## src/logic/mss_pkg.sv

```systemverilog
// constants and types for the multistep speed sequencer
// Summary of operation
// - mode zero disables automatic program operation
// - mode 1: one cycle, resume interrupted stage
// - mode 2: repeat cycles, resume reached stage
// - mode 3: one cycle, hold last, resume
// - mode 4: one cycle, restart at stage 0
// - mode 5: repeat cycles, restart at stage 0
// - mode 6: one cycle, hold, restart stage 0
// - stage frequency, time, direction from tables
// - wobble or pid forces program operation off
// - program operation ignores external speed selects
// - stage frequency limited to 599.00 Hz
// - sixteen acceleration times, up to 6000.0 s
// - sixteen deceleration times, up to 6000.0 s
// - ramp time from active speed command
// - per-stage times only when selector is one
// - ramp time = time * delta / max frequency
// - program operation ramps with first time set
// - all stage times zero means inactive
package mss_pkg;
  localparam int ADDR_W = 8;
  localparam int DATA_W = 32;
  // register offsets
  localparam logic [7:0] CTRL_OFS = 8'h00;
  localparam logic [7:0] STAT_OFS = 8'h01;
  localparam logic [7:0] MAXF_OFS = 8'h02;
  localparam logic [7:0] ACC1_OFS = 8'h03;
  localparam logic [7:0] DEC1_OFS = 8'h04;
  localparam logic [7:0] RAMP_OFS = 8'h05;
  localparam logic [3:0] FREQ_GRP = 4'h1;
  localparam logic [3:0] TIME_GRP = 4'h2;
  localparam logic [3:0] DIR_GRP = 4'h3;
  localparam logic [3:0] ACC_GRP = 4'h4;
  localparam logic [3:0] DEC_GRP = 4'h5;
  // control fields
  localparam int MODE_LSB = 0;
  localparam int INDEP_BIT = 4;
  localparam int WOBBLE_BIT = 5;
  localparam int PID_BIT = 6;
  // status fields
  localparam int STAGE_LSB = 0;
  localparam int AUTO_BIT = 4;
  localparam int ST_LSB = 8;
  localparam int DIR_LSB = 12;
  // reset values and limits (0.01 Hz and 0.1 s units)
  localparam logic [15:0] MAXF_RST = 16'h1770;
  localparam logic [15:0] TIME1_RST = 16'h0064;
  localparam logic [15:0] FREQ_LIM = 16'he9fc;
  localparam logic [15:0] TIME_LIM = 16'hea60;
  // stage timer base
  localparam int unsigned CLK_HZ = 25_000_000;
  localparam int unsigned TICK_MS = 100;
  localparam int unsigned TICK_CYC = CLK_HZ / 1000 * TICK_MS;
  // direction codes
  localparam logic [1:0] DIR_STOP = 2'h0;
  localparam logic [1:0] DIR_FWD = 2'h1;
  localparam logic [1:0] DIR_REV = 2'h2;
  typedef enum logic [1:0] {
    SEQ_IDLE = 2'b00,
    SEQ_RUN = 2'b01,
    SEQ_HOLD = 2'b10,
    SEQ_DONE = 2'b11
  } mss_seq_t;
endpackage : mss_pkg

```

## src/logic/mss_tick.sv

```systemverilog
// stage time base: one-cycle enable every CYC clocks while counting
`timescale 1ns/1ps
module mss_tick #(
  parameter int unsigned CYC = mss_pkg::TICK_CYC
) (
  // clock and reset
  input wire logic sys_clk,
  input wire logic rst_b,
  // control and pulse
  input wire logic en,
  output logic tick
);
  localparam int CW = $clog2(CYC + 1);
  typedef struct packed {
    logic [CW-1:0] cnt;
    logic tick;
  } mss_tick_st_t;
  mss_tick_st_t s, n;

  always_comb begin
    n = s;
    n.tick = 1'b0;
    if (!en) begin
      n.cnt = '0;
    end else if (s.cnt == CW'(CYC - 1)) begin
      n.cnt = '0;
      n.tick = 1'b1;
    end else begin
      n.cnt = s.cnt + CW'(1);
    end
  end

  always_ff @(posedge sys_clk) begin
    if (!rst_b) begin
      s <= '0;
    end else begin
      s <= n;
    end
  end

  assign tick = s.tick;
endmodule : mss_tick

```

## src/logic/mss_div.sv

```systemverilog
// serial restoring divider for ramp duration, 32 steps per result
`timescale 1ns/1ps
module mss_div #(
  parameter int NW = 32,
  parameter int DW = 16
) (
  // clock and reset
  input wire logic sys_clk,
  input wire logic rst_b,
  // request
  input wire logic start,
  input wire logic [NW-1:0] num,
  input wire logic [DW-1:0] den,
  // result
  output logic busy,
  output logic done,
  output logic [NW-1:0] quot
);
  localparam int CW = $clog2(NW);
  typedef struct packed {
    logic busy;
    logic done;
    logic [CW-1:0] cnt;
    logic [NW-1:0] q;
    logic [DW:0] rem;
  } mss_div_st_t;
  mss_div_st_t s, n;
  logic [DW:0] sh;

  always_comb begin
    n = s;
    n.done = 1'b0;
    sh = {s.rem[DW-1:0], s.q[NW-1]};
    if (start && !s.busy) begin
      n.busy = 1'b1;
      n.cnt = '0;
      n.q = num;
      n.rem = '0;
    end else if (s.busy) begin
      if (sh >= {1'b0, den}) begin
        n.rem = sh - {1'b0, den};
        n.q = {s.q[NW-2:0], 1'b1};
      end else begin
        n.rem = sh;
        n.q = {s.q[NW-2:0], 1'b0};
      end
      n.cnt = s.cnt + CW'(1);
      if (s.cnt == CW'(NW - 1)) begin
        n.busy = 1'b0;
        n.done = 1'b1;
      end
    end
  end

  always_ff @(posedge sys_clk) begin
    if (!rst_b) begin
      s <= '0;
    end else begin
      s <= n;
    end
  end

  assign busy = s.busy;
  assign done = s.done;
  assign quot = s.q;

  a_div_latency: assert property (@(posedge sys_clk) disable iff (!rst_b)
    (start && !busy) |-> ##33 done)
    else $error("ramp divider did not finish in 33 cycles");
endmodule : mss_div

```

## src/logic/mss_top.sv

```systemverilog
// automatic program sequencer with per-stage ramp time calculation
//
// The register offsets and the plain strobed port are this design's own decisions.
`timescale 1ns/1ps
module mss_top #(
  parameter int unsigned TICK_CYC = mss_pkg::TICK_CYC
) (
  // clock and reset
  input wire logic sys_clk,
  input wire logic rst_b,
  // register port
  input wire logic [7:0] addr,
  input wire logic [31:0] wdata,
  input wire logic wr,
  input wire logic rd,
  output logic [31:0] rdata,
  // run command and manual speed select
  input wire logic run,
  input wire logic [3:0] ms_sel,
  input wire logic [1:0] man_dir,
  // drive core feedback
  input wire logic [15:0] out_freq,
  // drive core commands
  output logic [15:0] freq_ref,
  output logic [1:0] dir,
  output logic auto_on,
  output logic [3:0] stage_idx,
  output logic [31:0] ramp_time,
  output logic ramp_accel,
  output logic ramp_valid
);
  typedef struct packed {
    mss_pkg::mss_seq_t st;
    logic [3:0] stage;
    logic [15:0] elapsed;
    logic [2:0] mode;
    logic indep;
    logic wobble;
    logic pid;
    logic [15:0] maxf;
    logic [15:0] acc1;
    logic [15:0] dec1;
    logic [15:0] freq_ref;
    logic [1:0] dir;
    logic go;
    logic accel;
    logic [15:0] tsel;
    logic [31:0] ramp_time;
    logic ramp_valid;
    logic [31:0] rdata;
  } mss_top_st_t;
  mss_top_st_t s, n;

  logic [15:0] freq_mem [16];
  logic [15:0] time_mem [16];
  logic [15:0] acc_mem [16];
  logic [15:0] dec_mem [16];
  logic [1:0] dir_mem [16];
  logic [15:0] time_nz;

  logic tick;
  logic div_busy;
  logic div_done;
  logic [31:0] quot;
  logic auto_en;
  logic adv;
  logic restart0;
  logic [15:0] cur_time;
  logic [15:0] diff;
  logic [31:0] num;

  function automatic logic [15:0] clamp(input logic [15:0] v,
                                        input logic [15:0] lim);
    clamp = (v > lim) ? lim : v;
  endfunction : clamp

  // stage tables, one entry per stage
  for (genvar i = 0; i < 16; i++) begin : g_ent
    always_ff @(posedge sys_clk) begin
      if (!rst_b) begin
        freq_mem[i] <= 16'h0;
        time_mem[i] <= 16'h0;
        acc_mem[i] <= mss_pkg::TIME1_RST;
        dec_mem[i] <= mss_pkg::TIME1_RST;
        dir_mem[i] <= mss_pkg::DIR_STOP;
      end else if (wr && addr[3:0] == 4'(i)) begin
        if (addr[7:4] == mss_pkg::FREQ_GRP) begin
          freq_mem[i] <= clamp(wdata[15:0], mss_pkg::FREQ_LIM);
        end
        if (addr[7:4] == mss_pkg::TIME_GRP) begin
          time_mem[i] <= clamp(wdata[15:0], mss_pkg::TIME_LIM);
        end
        if (addr[7:4] == mss_pkg::ACC_GRP) begin
          acc_mem[i] <= clamp(wdata[15:0], mss_pkg::TIME_LIM);
        end
        if (addr[7:4] == mss_pkg::DEC_GRP) begin
          dec_mem[i] <= clamp(wdata[15:0], mss_pkg::TIME_LIM);
        end
        if (addr[7:4] == mss_pkg::DIR_GRP && wdata[1:0] != 2'h3) begin
          dir_mem[i] <= wdata[1:0];
        end
      end
    end
    assign time_nz[i] = |time_mem[i];
  end

  mss_tick #(
    .CYC(TICK_CYC)
  ) u_tick (
    .sys_clk(sys_clk),
    .rst_b(rst_b),
    .en(s.st == mss_pkg::SEQ_RUN),
    .tick(tick)
  );

  // ramp duration: selected time * frequency step / max frequency
  assign diff = (s.freq_ref > out_freq) ? s.freq_ref - out_freq
                                        : out_freq - s.freq_ref;
  assign num = 32'(s.tsel) * 32'(diff);

  mss_div #(
    .NW(32),
    .DW(16)
  ) u_div (
    .sys_clk(sys_clk),
    .rst_b(rst_b),
    .start(s.go),
    .num(num),
    .den(s.maxf),
    .busy(div_busy),
    .done(div_done),
    .quot(quot)
  );

  assign auto_en = (s.mode != 3'h0) && (s.mode <= 3'h6)
                   && !s.wobble && !s.pid
                   && (|time_nz);
  assign cur_time = time_mem[s.stage];
  assign adv = (s.st == mss_pkg::SEQ_RUN) && tick
               && (s.elapsed + 16'h1 >= cur_time);
  assign restart0 = (s.mode >= 3'h4);

  always_comb begin
    logic [15:0] tgt;
    logic [1:0] tdir;
    logic [3:0] sel;
    logic [31:0] rv;
    logic prog;
    tgt = 16'h0;
    tdir = mss_pkg::DIR_STOP;
    sel = 4'h0;
    rv = 32'h0;
    prog = 1'b0;
    n = s;
    n.ramp_valid = 1'b0;

    // control registers
    if (wr && addr == mss_pkg::CTRL_OFS) begin
      n.mode = wdata[mss_pkg::MODE_LSB +: 3];
      n.indep = wdata[mss_pkg::INDEP_BIT];
      n.wobble = wdata[mss_pkg::WOBBLE_BIT];
      n.pid = wdata[mss_pkg::PID_BIT];
    end
    if (wr && addr == mss_pkg::MAXF_OFS) begin
      n.maxf = wdata[15:0];
    end
    if (wr && addr == mss_pkg::ACC1_OFS) begin
      n.acc1 = clamp(wdata[15:0], mss_pkg::TIME_LIM);
    end
    if (wr && addr == mss_pkg::DEC1_OFS) begin
      n.dec1 = clamp(wdata[15:0], mss_pkg::TIME_LIM);
    end

    // program sequence
    unique case (s.st)
      mss_pkg::SEQ_IDLE: begin
        if (run && auto_en) begin
          n.st = mss_pkg::SEQ_RUN;
          n.elapsed = 16'h0;
          if (restart0) begin
            n.stage = 4'h0;
          end // otherwise resume stored stage
        end
      end
      mss_pkg::SEQ_RUN: begin
        if (!run || !auto_en) begin
          n.st = mss_pkg::SEQ_IDLE;
        end else if (adv) begin
          n.elapsed = 16'h0;
          if (s.stage != 4'hf) begin
            n.stage = s.stage + 4'h1;
          end else if (s.mode == 3'h1 || s.mode == 3'h4) begin
            n.st = mss_pkg::SEQ_DONE;
            n.stage = 4'h0;
          end else if (s.mode == 3'h2 || s.mode == 3'h5) begin
            n.stage = 4'h0;
          end else begin
            n.st = mss_pkg::SEQ_HOLD;
          end
        end else if (tick) begin
          n.elapsed = s.elapsed + 16'h1;
        end
      end
      mss_pkg::SEQ_HOLD: begin
        if (!run || !auto_en) begin
          n.st = mss_pkg::SEQ_IDLE;
        end
      end
      mss_pkg::SEQ_DONE: begin
        if (!run || !auto_en) begin
          n.st = mss_pkg::SEQ_IDLE;
        end
      end
    endcase

    // speed command: program tables or external selects
    prog = (n.st == mss_pkg::SEQ_RUN) || (n.st == mss_pkg::SEQ_HOLD);
    if (prog) begin
      tgt = freq_mem[n.stage];
      tdir = dir_mem[n.stage];
    end else if (auto_en) begin
      tgt = (n.st == mss_pkg::SEQ_DONE) ? 16'h0 : freq_mem[n.stage];
      tdir = mss_pkg::DIR_STOP;
    end else begin
      sel = ms_sel;
      tgt = freq_mem[sel];
      tdir = man_dir;
    end

    // ramp request on each change of the command
    if (s.go && !div_busy) begin
      n.go = 1'b0;
    end
    if (tgt != s.freq_ref || tdir != s.dir) begin
      n.go = 1'b1;
      n.accel = (tgt > out_freq);
      if (prog || !s.indep) begin
        n.tsel = n.accel ? s.acc1 : s.dec1;
      end else begin
        n.tsel = n.accel ? acc_mem[sel] : dec_mem[sel];
      end
    end
    n.freq_ref = tgt;
    n.dir = tdir;
    if (div_done) begin
      n.ramp_time = quot;
      n.ramp_valid = 1'b1;
    end

    // register read, data valid the cycle after the strobe
    if (addr[7:4] == 4'h0) begin
      if (addr == mss_pkg::CTRL_OFS) begin
        rv[mss_pkg::MODE_LSB +: 3] = s.mode;
        rv[mss_pkg::INDEP_BIT] = s.indep;
        rv[mss_pkg::WOBBLE_BIT] = s.wobble;
        rv[mss_pkg::PID_BIT] = s.pid;
      end
      if (addr == mss_pkg::STAT_OFS) begin
        rv[mss_pkg::STAGE_LSB +: 4] = s.stage;
        rv[mss_pkg::AUTO_BIT] = auto_en;
        rv[mss_pkg::ST_LSB +: 2] = s.st;
        rv[mss_pkg::DIR_LSB +: 2] = s.dir;
      end
      if (addr == mss_pkg::MAXF_OFS) begin
        rv[15:0] = s.maxf;
      end
      if (addr == mss_pkg::ACC1_OFS) begin
        rv[15:0] = s.acc1;
      end
      if (addr == mss_pkg::DEC1_OFS) begin
        rv[15:0] = s.dec1;
      end
      if (addr == mss_pkg::RAMP_OFS) begin
        rv = s.ramp_time;
      end
    end else if (addr[7:4] == mss_pkg::FREQ_GRP) begin
      rv[15:0] = freq_mem[addr[3:0]];
    end else if (addr[7:4] == mss_pkg::TIME_GRP) begin
      rv[15:0] = time_mem[addr[3:0]];
    end else if (addr[7:4] == mss_pkg::DIR_GRP) begin
      rv[1:0] = dir_mem[addr[3:0]];
    end else if (addr[7:4] == mss_pkg::ACC_GRP) begin
      rv[15:0] = acc_mem[addr[3:0]];
    end else if (addr[7:4] == mss_pkg::DEC_GRP) begin
      rv[15:0] = dec_mem[addr[3:0]];
    end
    n.rdata = rd ? rv : 32'h0;
  end

  always_ff @(posedge sys_clk) begin
    if (!rst_b) begin
      s <= '0;
      s.st <= mss_pkg::SEQ_IDLE;
      s.maxf <= mss_pkg::MAXF_RST;
      s.acc1 <= mss_pkg::TIME1_RST;
      s.dec1 <= mss_pkg::TIME1_RST;
    end else begin
      s <= n;
    end
  end

  assign rdata = s.rdata;
  assign freq_ref = s.freq_ref;
  assign dir = s.dir;
  assign auto_on = (s.st == mss_pkg::SEQ_RUN) || (s.st == mss_pkg::SEQ_HOLD);
  assign stage_idx = s.stage;
  assign ramp_time = s.ramp_time;
  assign ramp_accel = s.accel;
  assign ramp_valid = s.ramp_valid;

  a_mode_zero_off: assert property (@(posedge sys_clk) disable iff (!rst_b)
    (s.mode == 3'h0) |=> (s.st == mss_pkg::SEQ_IDLE))
    else $error("program ran with mode zero");

  a_wobble_pid_off: assert property (@(posedge sys_clk) disable iff (!rst_b)
    (s.wobble || s.pid) |=> !auto_on)
    else $error("program ran with wobble or pid active");

  a_resume_stage: assert property (@(posedge sys_clk) disable iff (!rst_b)
    (s.st == mss_pkg::SEQ_IDLE && run && auto_en && !restart0)
    |=> (s.st == mss_pkg::SEQ_RUN && s.stage == $past(s.stage)))
    else $error("resume did not keep the interrupted stage");

  a_restart_zero: assert property (@(posedge sys_clk) disable iff (!rst_b)
    (s.st == mss_pkg::SEQ_IDLE && run && auto_en && restart0)
    |=> (s.st == mss_pkg::SEQ_RUN && s.stage == 4'h0))
    else $error("restart did not begin at stage zero");

  a_cycle_wrap: assert property (@(posedge sys_clk) disable iff (!rst_b)
    (adv && run && auto_en && s.stage == 4'hf
     && (s.mode == 3'h2 || s.mode == 3'h5))
    |=> (s.st == mss_pkg::SEQ_RUN && s.stage == 4'h0))
    else $error("continuous cycle did not wrap to stage zero");

  a_hold_last: assert property (@(posedge sys_clk) disable iff (!rst_b)
    (adv && run && auto_en && s.stage == 4'hf
     && (s.mode == 3'h3 || s.mode == 3'h6) && !wr)
    |=> (s.st == mss_pkg::SEQ_HOLD && s.freq_ref == freq_mem[15]))
    else $error("last stage speed not held after cycle");

  a_stage_freq: assert property (@(posedge sys_clk) disable iff (!rst_b)
    (auto_on && !$past(wr)) |-> (s.freq_ref == freq_mem[s.stage]
     && s.dir == dir_mem[s.stage]))
    else $error("program output differs from stage table");

  a_stage_time: assert property (@(posedge sys_clk) disable iff (!rst_b)
    (s.st == mss_pkg::SEQ_RUN && $past(s.st) == mss_pkg::SEQ_RUN
     && s.stage != $past(s.stage))
    |-> ($past(s.elapsed) + 16'h1 >= $past(cur_time) && $past(tick)))
    else $error("stage advanced before its run time elapsed");
endmodule : mss_top

```

## config.mk

```make
export PLATFORM = sky130hd
export DESIGN_NAME = mss_top
export DESIGN_NICKNAME = d
export VERILOG_FILES = /design/src/logic/mss_pkg.sv /design/src/logic/mss_tick.sv /design/src/logic/mss_div.sv /design/src/logic/mss_top.sv
export SDC_FILE = /design/constraint.sdc
export NUM_CORES = 2
export LEC_CHECK = 0
export BUFFER_PORTS_ARGS = -buffer_cell sky130_fd_sc_hd__buf_2
export CORE_MARGIN = 3
export CORE_UTILIZATION = 65
export CTS_CLUSTER_SIZE = 24
export DETAILED_ROUTE_END_ITERATION = 16
export PLACE_DENSITY = 0.82
export SETUP_SLACK_MARGIN = 0.3
export SKIP_LAST_GASP = 1
export SLEW_MARGIN = 20
export SYNTH_ARGS = -nofsm -noshare
export SYNTH_HDL_FRONTEND = slang
export SYNTH_SLANG_ARGS = --single-unit
```

## constraint.sdc

```tcl
create_clock -name sys_clk -period 14.4 [get_ports sys_clk]
set_input_delay 0.72 -clock sys_clk [delete_from_list [all_inputs] [get_ports sys_clk]]
set_output_delay 0.72 -clock sys_clk [all_outputs]
set_load 0.05 [all_outputs]
```

======== After elaboration in Yosys (flattened, before gate mapping) ========
Memory sizes are Yosys's and may differ from the RTL's. A register that Yosys moved wholly into a read port is not among the register bits.
Index checks and enable logic that the tools add are counted.
word-level totals
  register bits ........................... 256
  bits in writable memories ............... 1056
  input bits .............................. 67
  output and inout bits ................... 89
  word-level logic and storage cells ...... 613
  memories ................................ 5
memories
  memory    depth  bits a word  read ports  clocked after memory_dff  write ports  line           source
  acc_mem   16     16           2           0                         16           mss_top.sv:56  logic [15:0] acc_mem [16];
  dec_mem   16     16           2           0                         16           mss_top.sv:57  logic [15:0] dec_mem [16];
  freq_mem  16     16           3           0                         16           mss_top.sv:54  logic [15:0] freq_mem [16];
  time_mem  16     16           18          1                         16           mss_top.sv:55  logic [15:0] time_mem [16];
  dir_mem   16     2            2           0                         16           mss_top.sv:58  logic [1:0] dir_mem [16];
cells by class
  add/subtract/negate cells ............... 7
  $mul .................................... 1
  magnitude comparators ................... 8
  equality and inequality tests ........... 44
  mux-type cells .......................... 380
  bitwise logic cells ..................... 83
  reduce and logical (&&, ||, !) cells .... 59
operators with widths
  cell                                            count
  two-way mux 16 bit                              84
  OR reduction 256 bit                            1
  two-way mux 1 bit                               250
  OR 1 bit                                        80
  two-way mux 56 bit                              1
  two-way mux 2 bit                               26
  two-way mux 49 bit                              1
  case mux 20 bit (2 select lines)                1
  two-way mux 18 bit                              2
  == test 4 bit (second input constant)           8
  > comparator 16 bit                             2
  > comparator 16 bit (second input constant)     2
  multiplier 16 x 16 -> 32 bit                    1
  subtractor 16 bit                               2
  logical AND 1 bit                               29
  == test 4 x 3 -> 1 bit (second input constant)  6
  two-way mux 4 bit                               6
  adder 22 x 1 -> 22 bit (second input constant)  1
  == test 22 bit (second input constant)          1
  two-way mux 22 bit                              1
  two-way mux 20 bit                              1
  >= comparator 17 x 16 -> 1 bit                  1
  subtractor 17 x 16 -> 17 bit                    1
  adder 16 x 1 -> 16 bit (second input constant)  1
  other kinds (38)                                73

======== Longest topological paths before layout ========
  depth in word-level cells ............... 17
  mapped depth ............................ 44
  depth with buffers taken out ............ 42

======== Modules after synthesis ========
From an unflattened synthesis, not the netlist that was laid out.
second synthesis, totals
  cells, all modules ...................... 7169
  area, all modules ....................... 82173.8 µm²
modules (own cells, without submodules)
  module    instances  cells each  area an instance (µm²)  seq. area each (µm²)
  mss_top   1          6629        77560.6                 35253.8
  mss_div   1          423         3550.9                  1101.1
  mss_tick  1          117         1062.3                  460.4

======== Worst setup path before layout ========
Ideal clock, no wire load.
  path type ............................... input -> register
  start ................................... input port out_freq[0]
  end ..................................... register u_div.s (netlist bit u_div.quot[30])
  setup time .............................. 70 ps
  arrival time ............................ 9580 ps
  required time ........................... 14330 ps
  path slack .............................. 4751 ps
  stages on the path ...................... 38
  buffers on the path ..................... 3
  cells stage by stage .................... ha_1 -> inv_1 -> fa_1 -> a21o_1 -> a21o_1 -> a21oi_1 -> o21bai_1 -> a21o_1 -> a21o_1 -> a221oi_1 -> nor2_1 -> clkbuf_1 -> clkbuf_1 -> mux2i_1 -> xnor2_1 -> clkbuf_1 -> nand2_1 -> fa_1 -> [... 2 more ...] -> fa_1 -> inv_1 -> fa_1 -> inv_1 -> fa_1 -> inv_1 -> ha_1 -> and3_1 -> a211oi_1 -> a211o_1 -> o21ai_0 -> o211a_1 -> a41oi_1 -> a211o_1 -> o21ai_0 -> a21oi_1 -> mux2_2 -> a21oi_1
on the way
  longest elaborated chain between the ends .. 4
  elaborated cells between the ends (all ways) .. 6
  those cells by class .................... 2 x add/sub; 1 x mul; 1 x order compare; 2 x mux
RTL lines
  what                                             line            source
  start, declared                                  mss_top.sv:22   input wire logic [15:0] out_freq,
  subtractor 16 bit, or another cell as far along  mss_top.sv:118  : out_freq - s.freq_ref;
  two-way mux 16 bit *                             mss_top.sv:117  assign diff = (s.freq_ref > out_freq) ? s.freq_ref - out_freq
  multiplier 16 x 16 -> 32 bit *                   mss_top.sv:119  assign num = 32'(s.tsel) * 32'(diff);
  two-way mux 49 bit *                             mss_div.sv:34   if (start && !s.busy) begin
  end signal, assigned                             mss_div.sv:59   s <= n;
  end, declared                                    mss_div.sv:27   mss_div_st_t s, n;
Every way passes the cells marked *; elsewhere a longest branch is shown, timed or not.
A chain may end at the register's enable or synchronous reset.

======== Final worst setup path ========
  start ................................... register s (netlist bit freq_ref[0])
  end ..................................... register u_div.s (netlist bit u_div.quot[30])
on the way
  longest elaborated chain between the ends .. 4
  elaborated cells between the ends (all ways) .. 6
  those cells by class .................... 2 x add/sub; 1 x mul; 1 x order compare; 2 x mux
RTL lines
  what                                             line            source
  start, declared                                  mss_top.sv:52   mss_top_st_t s, n;
  start signal, assigned                           mss_top.sv:298  s <= n;
  subtractor 16 bit, or another cell as far along  mss_top.sv:118
  two-way mux 16 bit *                             mss_top.sv:117
  multiplier 16 x 16 -> 32 bit *                   mss_top.sv:119
  two-way mux 49 bit *                             mss_div.sv:34
Marks and branches as above.

==> results.toml <==
[synth]
yosysWarnings = 0
synth.distinct_cells = 81
synth_area_leader_cell = "edfxtp_1"
synth_edf_count = 1056
netlist_top_cells_area = "edfxtp_1, mux4_2, dfxtp_1"
netlist_area_um2 = 80800
synthArstFlopShare_pct = 0
ys.flop_type = "edfxtp_1"
ys_seq_area_share_pct = 45.6
synth_area_per_cell_um2 = 11.8
yosysTopAreaCellShare_pct = 39.3
ys_seq_elements = 1311
syn_nets = 7310
synthCells = 6853

[sta]
rsz0062_at_grt = "false"
hold_slack_ns = 0.272
hold_viol_final = 0
slew_headroom_pct = 20.5
drv_slew = 0
max_slew.worst_pin.slew_ns = 1.19
worst_slack_ns = 3.71
fin_crit_sh_pct = 74.2
skew_ns = 0.0411
setup_tns_ns = 0
max_freq_ghz = 0.0936
fin_crit_ns = 10.69
setup_violations = 0

[die]
die_area_um2 = 129000
chipWidth_um = 359
core-area_um2 = 123000
row_count = 128
io-pin-count = 156
die_y_um = 359
start_util_pct = 65.9

[setup_path]
worstPathArrival_ns = 11.37
start_kind = "flip-flop"
max_stage_delay_ns = 0.79
critPathMaxFanout = 19
critPathRequiredTime_ns = 15.08
path_class = "reg -> reg"
cpMostUsedCell = "fa_1"
cp.buffers_inverters = 6
path_delay_family = "adder cells"
critPathSlowestCell = "xnor2_2"
critPathCaptureType = "flip-flop"

[layout]
layout_commonest_cell = "nor2_1"
fin_nets = 7140
fin_cells = 8437
final_layout_size_suffix_gt1_share_pct = 19.0
area_growth_pct = 7.57
layout_common_cells = "nor2_1, edfxtp_1, mux4_2"
utilization_pct = 70.9
final_area_um2 = 86900

[power_and_ir_drop]
p_per_area_nw_per_um2 = 113
p_seq_share_pct = 44.9
pwr-share-clk_pct = 35.8
internal_power_mw = 6.95
pwr-share-comb_pct = 19.3
p_sw_share_pct = 29.4
irDropWorstVdd_mv = 0.193
power.net_switching_mw = 2.89
p_total_mw = 9.84
leakagePower_nw = 32.1

[clock_tree]
cts.repair.resized = 0
post_cts_buffers = 0
cts_made_buffers = 138
worstSkewPairLatency_ns = 0.79
cts-root-buf = "clkbuf_16"
cts_sinks = 1311
cts.clk_slew.worst_paths_ns = 0.06
postCtsHoldBufs = 0
cts_tree = "built"
clock_path_buffers = 3
htree_levels = 4

[placement]
routabilityCongestion = 1.01
dpl_cell_area_um2 = 82500
place_ws_ns = 3.55
port_buffers = 139
placedCellCount = 8166
hpwlAfterDp_um = 178000

[global_route]
grt_max_degree = 124
track_usage_pct = 42.5
grt_pass1_wl_um = 397000
grt_pass1_vias = 62400
grt.overflow.total = 0
antenna_found_initial = 22

[route]
post_drt_via_cell_ratio = 7.47
postRouteAntennaNets = 0
vias = 63000
wl_per_cell_um = 32.4
remaining_drc_errors = 0
first_iter_violations = 12500
routed_wl_um = 273000
firstDrtPassIters = 12

[worst_hold_path]
hold_path_class = "in -> reg"

[run_status]
status = "finished, final reports clean"

[flow_run]
drv_cap = 0
[final timing paths]
check / from / endpoint / slack, ns / cells after the start
worst max register to register: freq_ref[0] / u_div.quot[30] / 3.71 / 40
worst max-delay path: freq_ref[0] / u_div.quot[30] / 3.71 / 40
worst min-delay path: wdata[11] / s[144] / 0.27 / 3
worst min register to register: s[151] / s[151] / 0.47 / 2
[per-layer routing]
| metal | vias up | GRT usage [%] | share of wire, % |
|---|---|---|---|
| li1 | 24800 | - | - |
| met1 | 30400 | 52.1 | 31 |
| met2 | 6152 | 62.5 | 43 |
| met3 | 1606 | 17.9 | 18 |
| met4 | 36 | 26.9 | 8.1 |
| met5 | - | 1.21 | 0.15 |
[cells in the mapped netlist (42+ instances only)]
| master | number |
|---|---|
| nor2_1 | 1087 |
| edfxtp_1 | 1056 |
| mux4_2 | 644 |
| nand2_1 | 533 |
| clkbuf_1 | 440 |
| inv_1 | 312 |
| o21ai_0 | 298 |
| dfxtp_1 | 255 |
| and3_1 | 214 |
| fa_1 | 197 |
| ha_1 | 193 |
| a21oi_1 | 164 |
| mux2i_1 | 151 |
| and2_1 | 146 |
| or3_1 | 140 |
| buf_4 | 94 |
| buf_1 | 84 |
| o211ai_1 | 82 |
| nor4_1 | 76 |
| nand3_1 | 62 |
| nor2b_1 | 60 |
| xnor2_1 | 55 |
| a21o_1 | 49 |
| nand4_1 | 49 |
| a211oi_1 | 42 |
[power by group through the flow]
stage	Sequential [mW]	Combinational (mW)	Clock (mW)
3_5_place_dp	4.48	1.82	0
5_1_grt	4.43	2.01	3.65
4_1_cts	4.41	1.84	3.51
2_1_floorplan	4.43	1.26	0
6_report	4.42	1.90	3.52
3_3_place_gp	4.46	1.78	0
[worst reg2reg max path, delay by kind of cell (launching register included)]
family,cells,cell delay (ns)
DFF,1,0.40
and+or+nand+nor,4,0.72
muxes,2,0.51
buffers and inverters,6,0.57
xor gates and xnor gates,1,0.79
AOI/OAI and AO/OA,18,3.78
adders and majority gates,9,3.86
[cell families after synthesis]
kind of cell	synth area share, %
XOR/XNOR	0.997
buffers and inverters	4.91
multiplexers	20.2
flip-flops	45.6
AND/OR/NAND/NOR	14.0
adder cells (fa/ha/maj)	7.87
AO/OA/AOI/OAI	6.42
[registers in the layout, summed over array words and instances (netlist names)]
signal / cells
dec_mem: 256
dir: 2
u_tick.tick: 1
freq_mem: 256
u_div.busy: 1
dir_mem: 32
u_tick.s: 22
u_div.done: 1
time_mem: 256
ramp_valid: 1
acc_mem: 256
freq_ref: 16
u_div.quot: 32
s: 89
u_div.s: 21
ramp_time: 32
stage_idx: 4
rdata: 32
ramp_accel: 1
[area by class of cell]
| type | instances | area, µm² |
|---|---|---|
| inverter | 313 | 1180 |
| clock inverter | 76 | 661 |
| antenna | 15 | 37.5 |
| tap | 1625 | 2030 |
| sequential | 1311 | 36800 |
| multi-input combinational | 4594 | 40300 |
| clock buffer | 178 | 3700 |
| fill | 8127 | 35600 |
| timing repair buffer | 325 | 2190 |
Power figures use the tool's default switching activity.
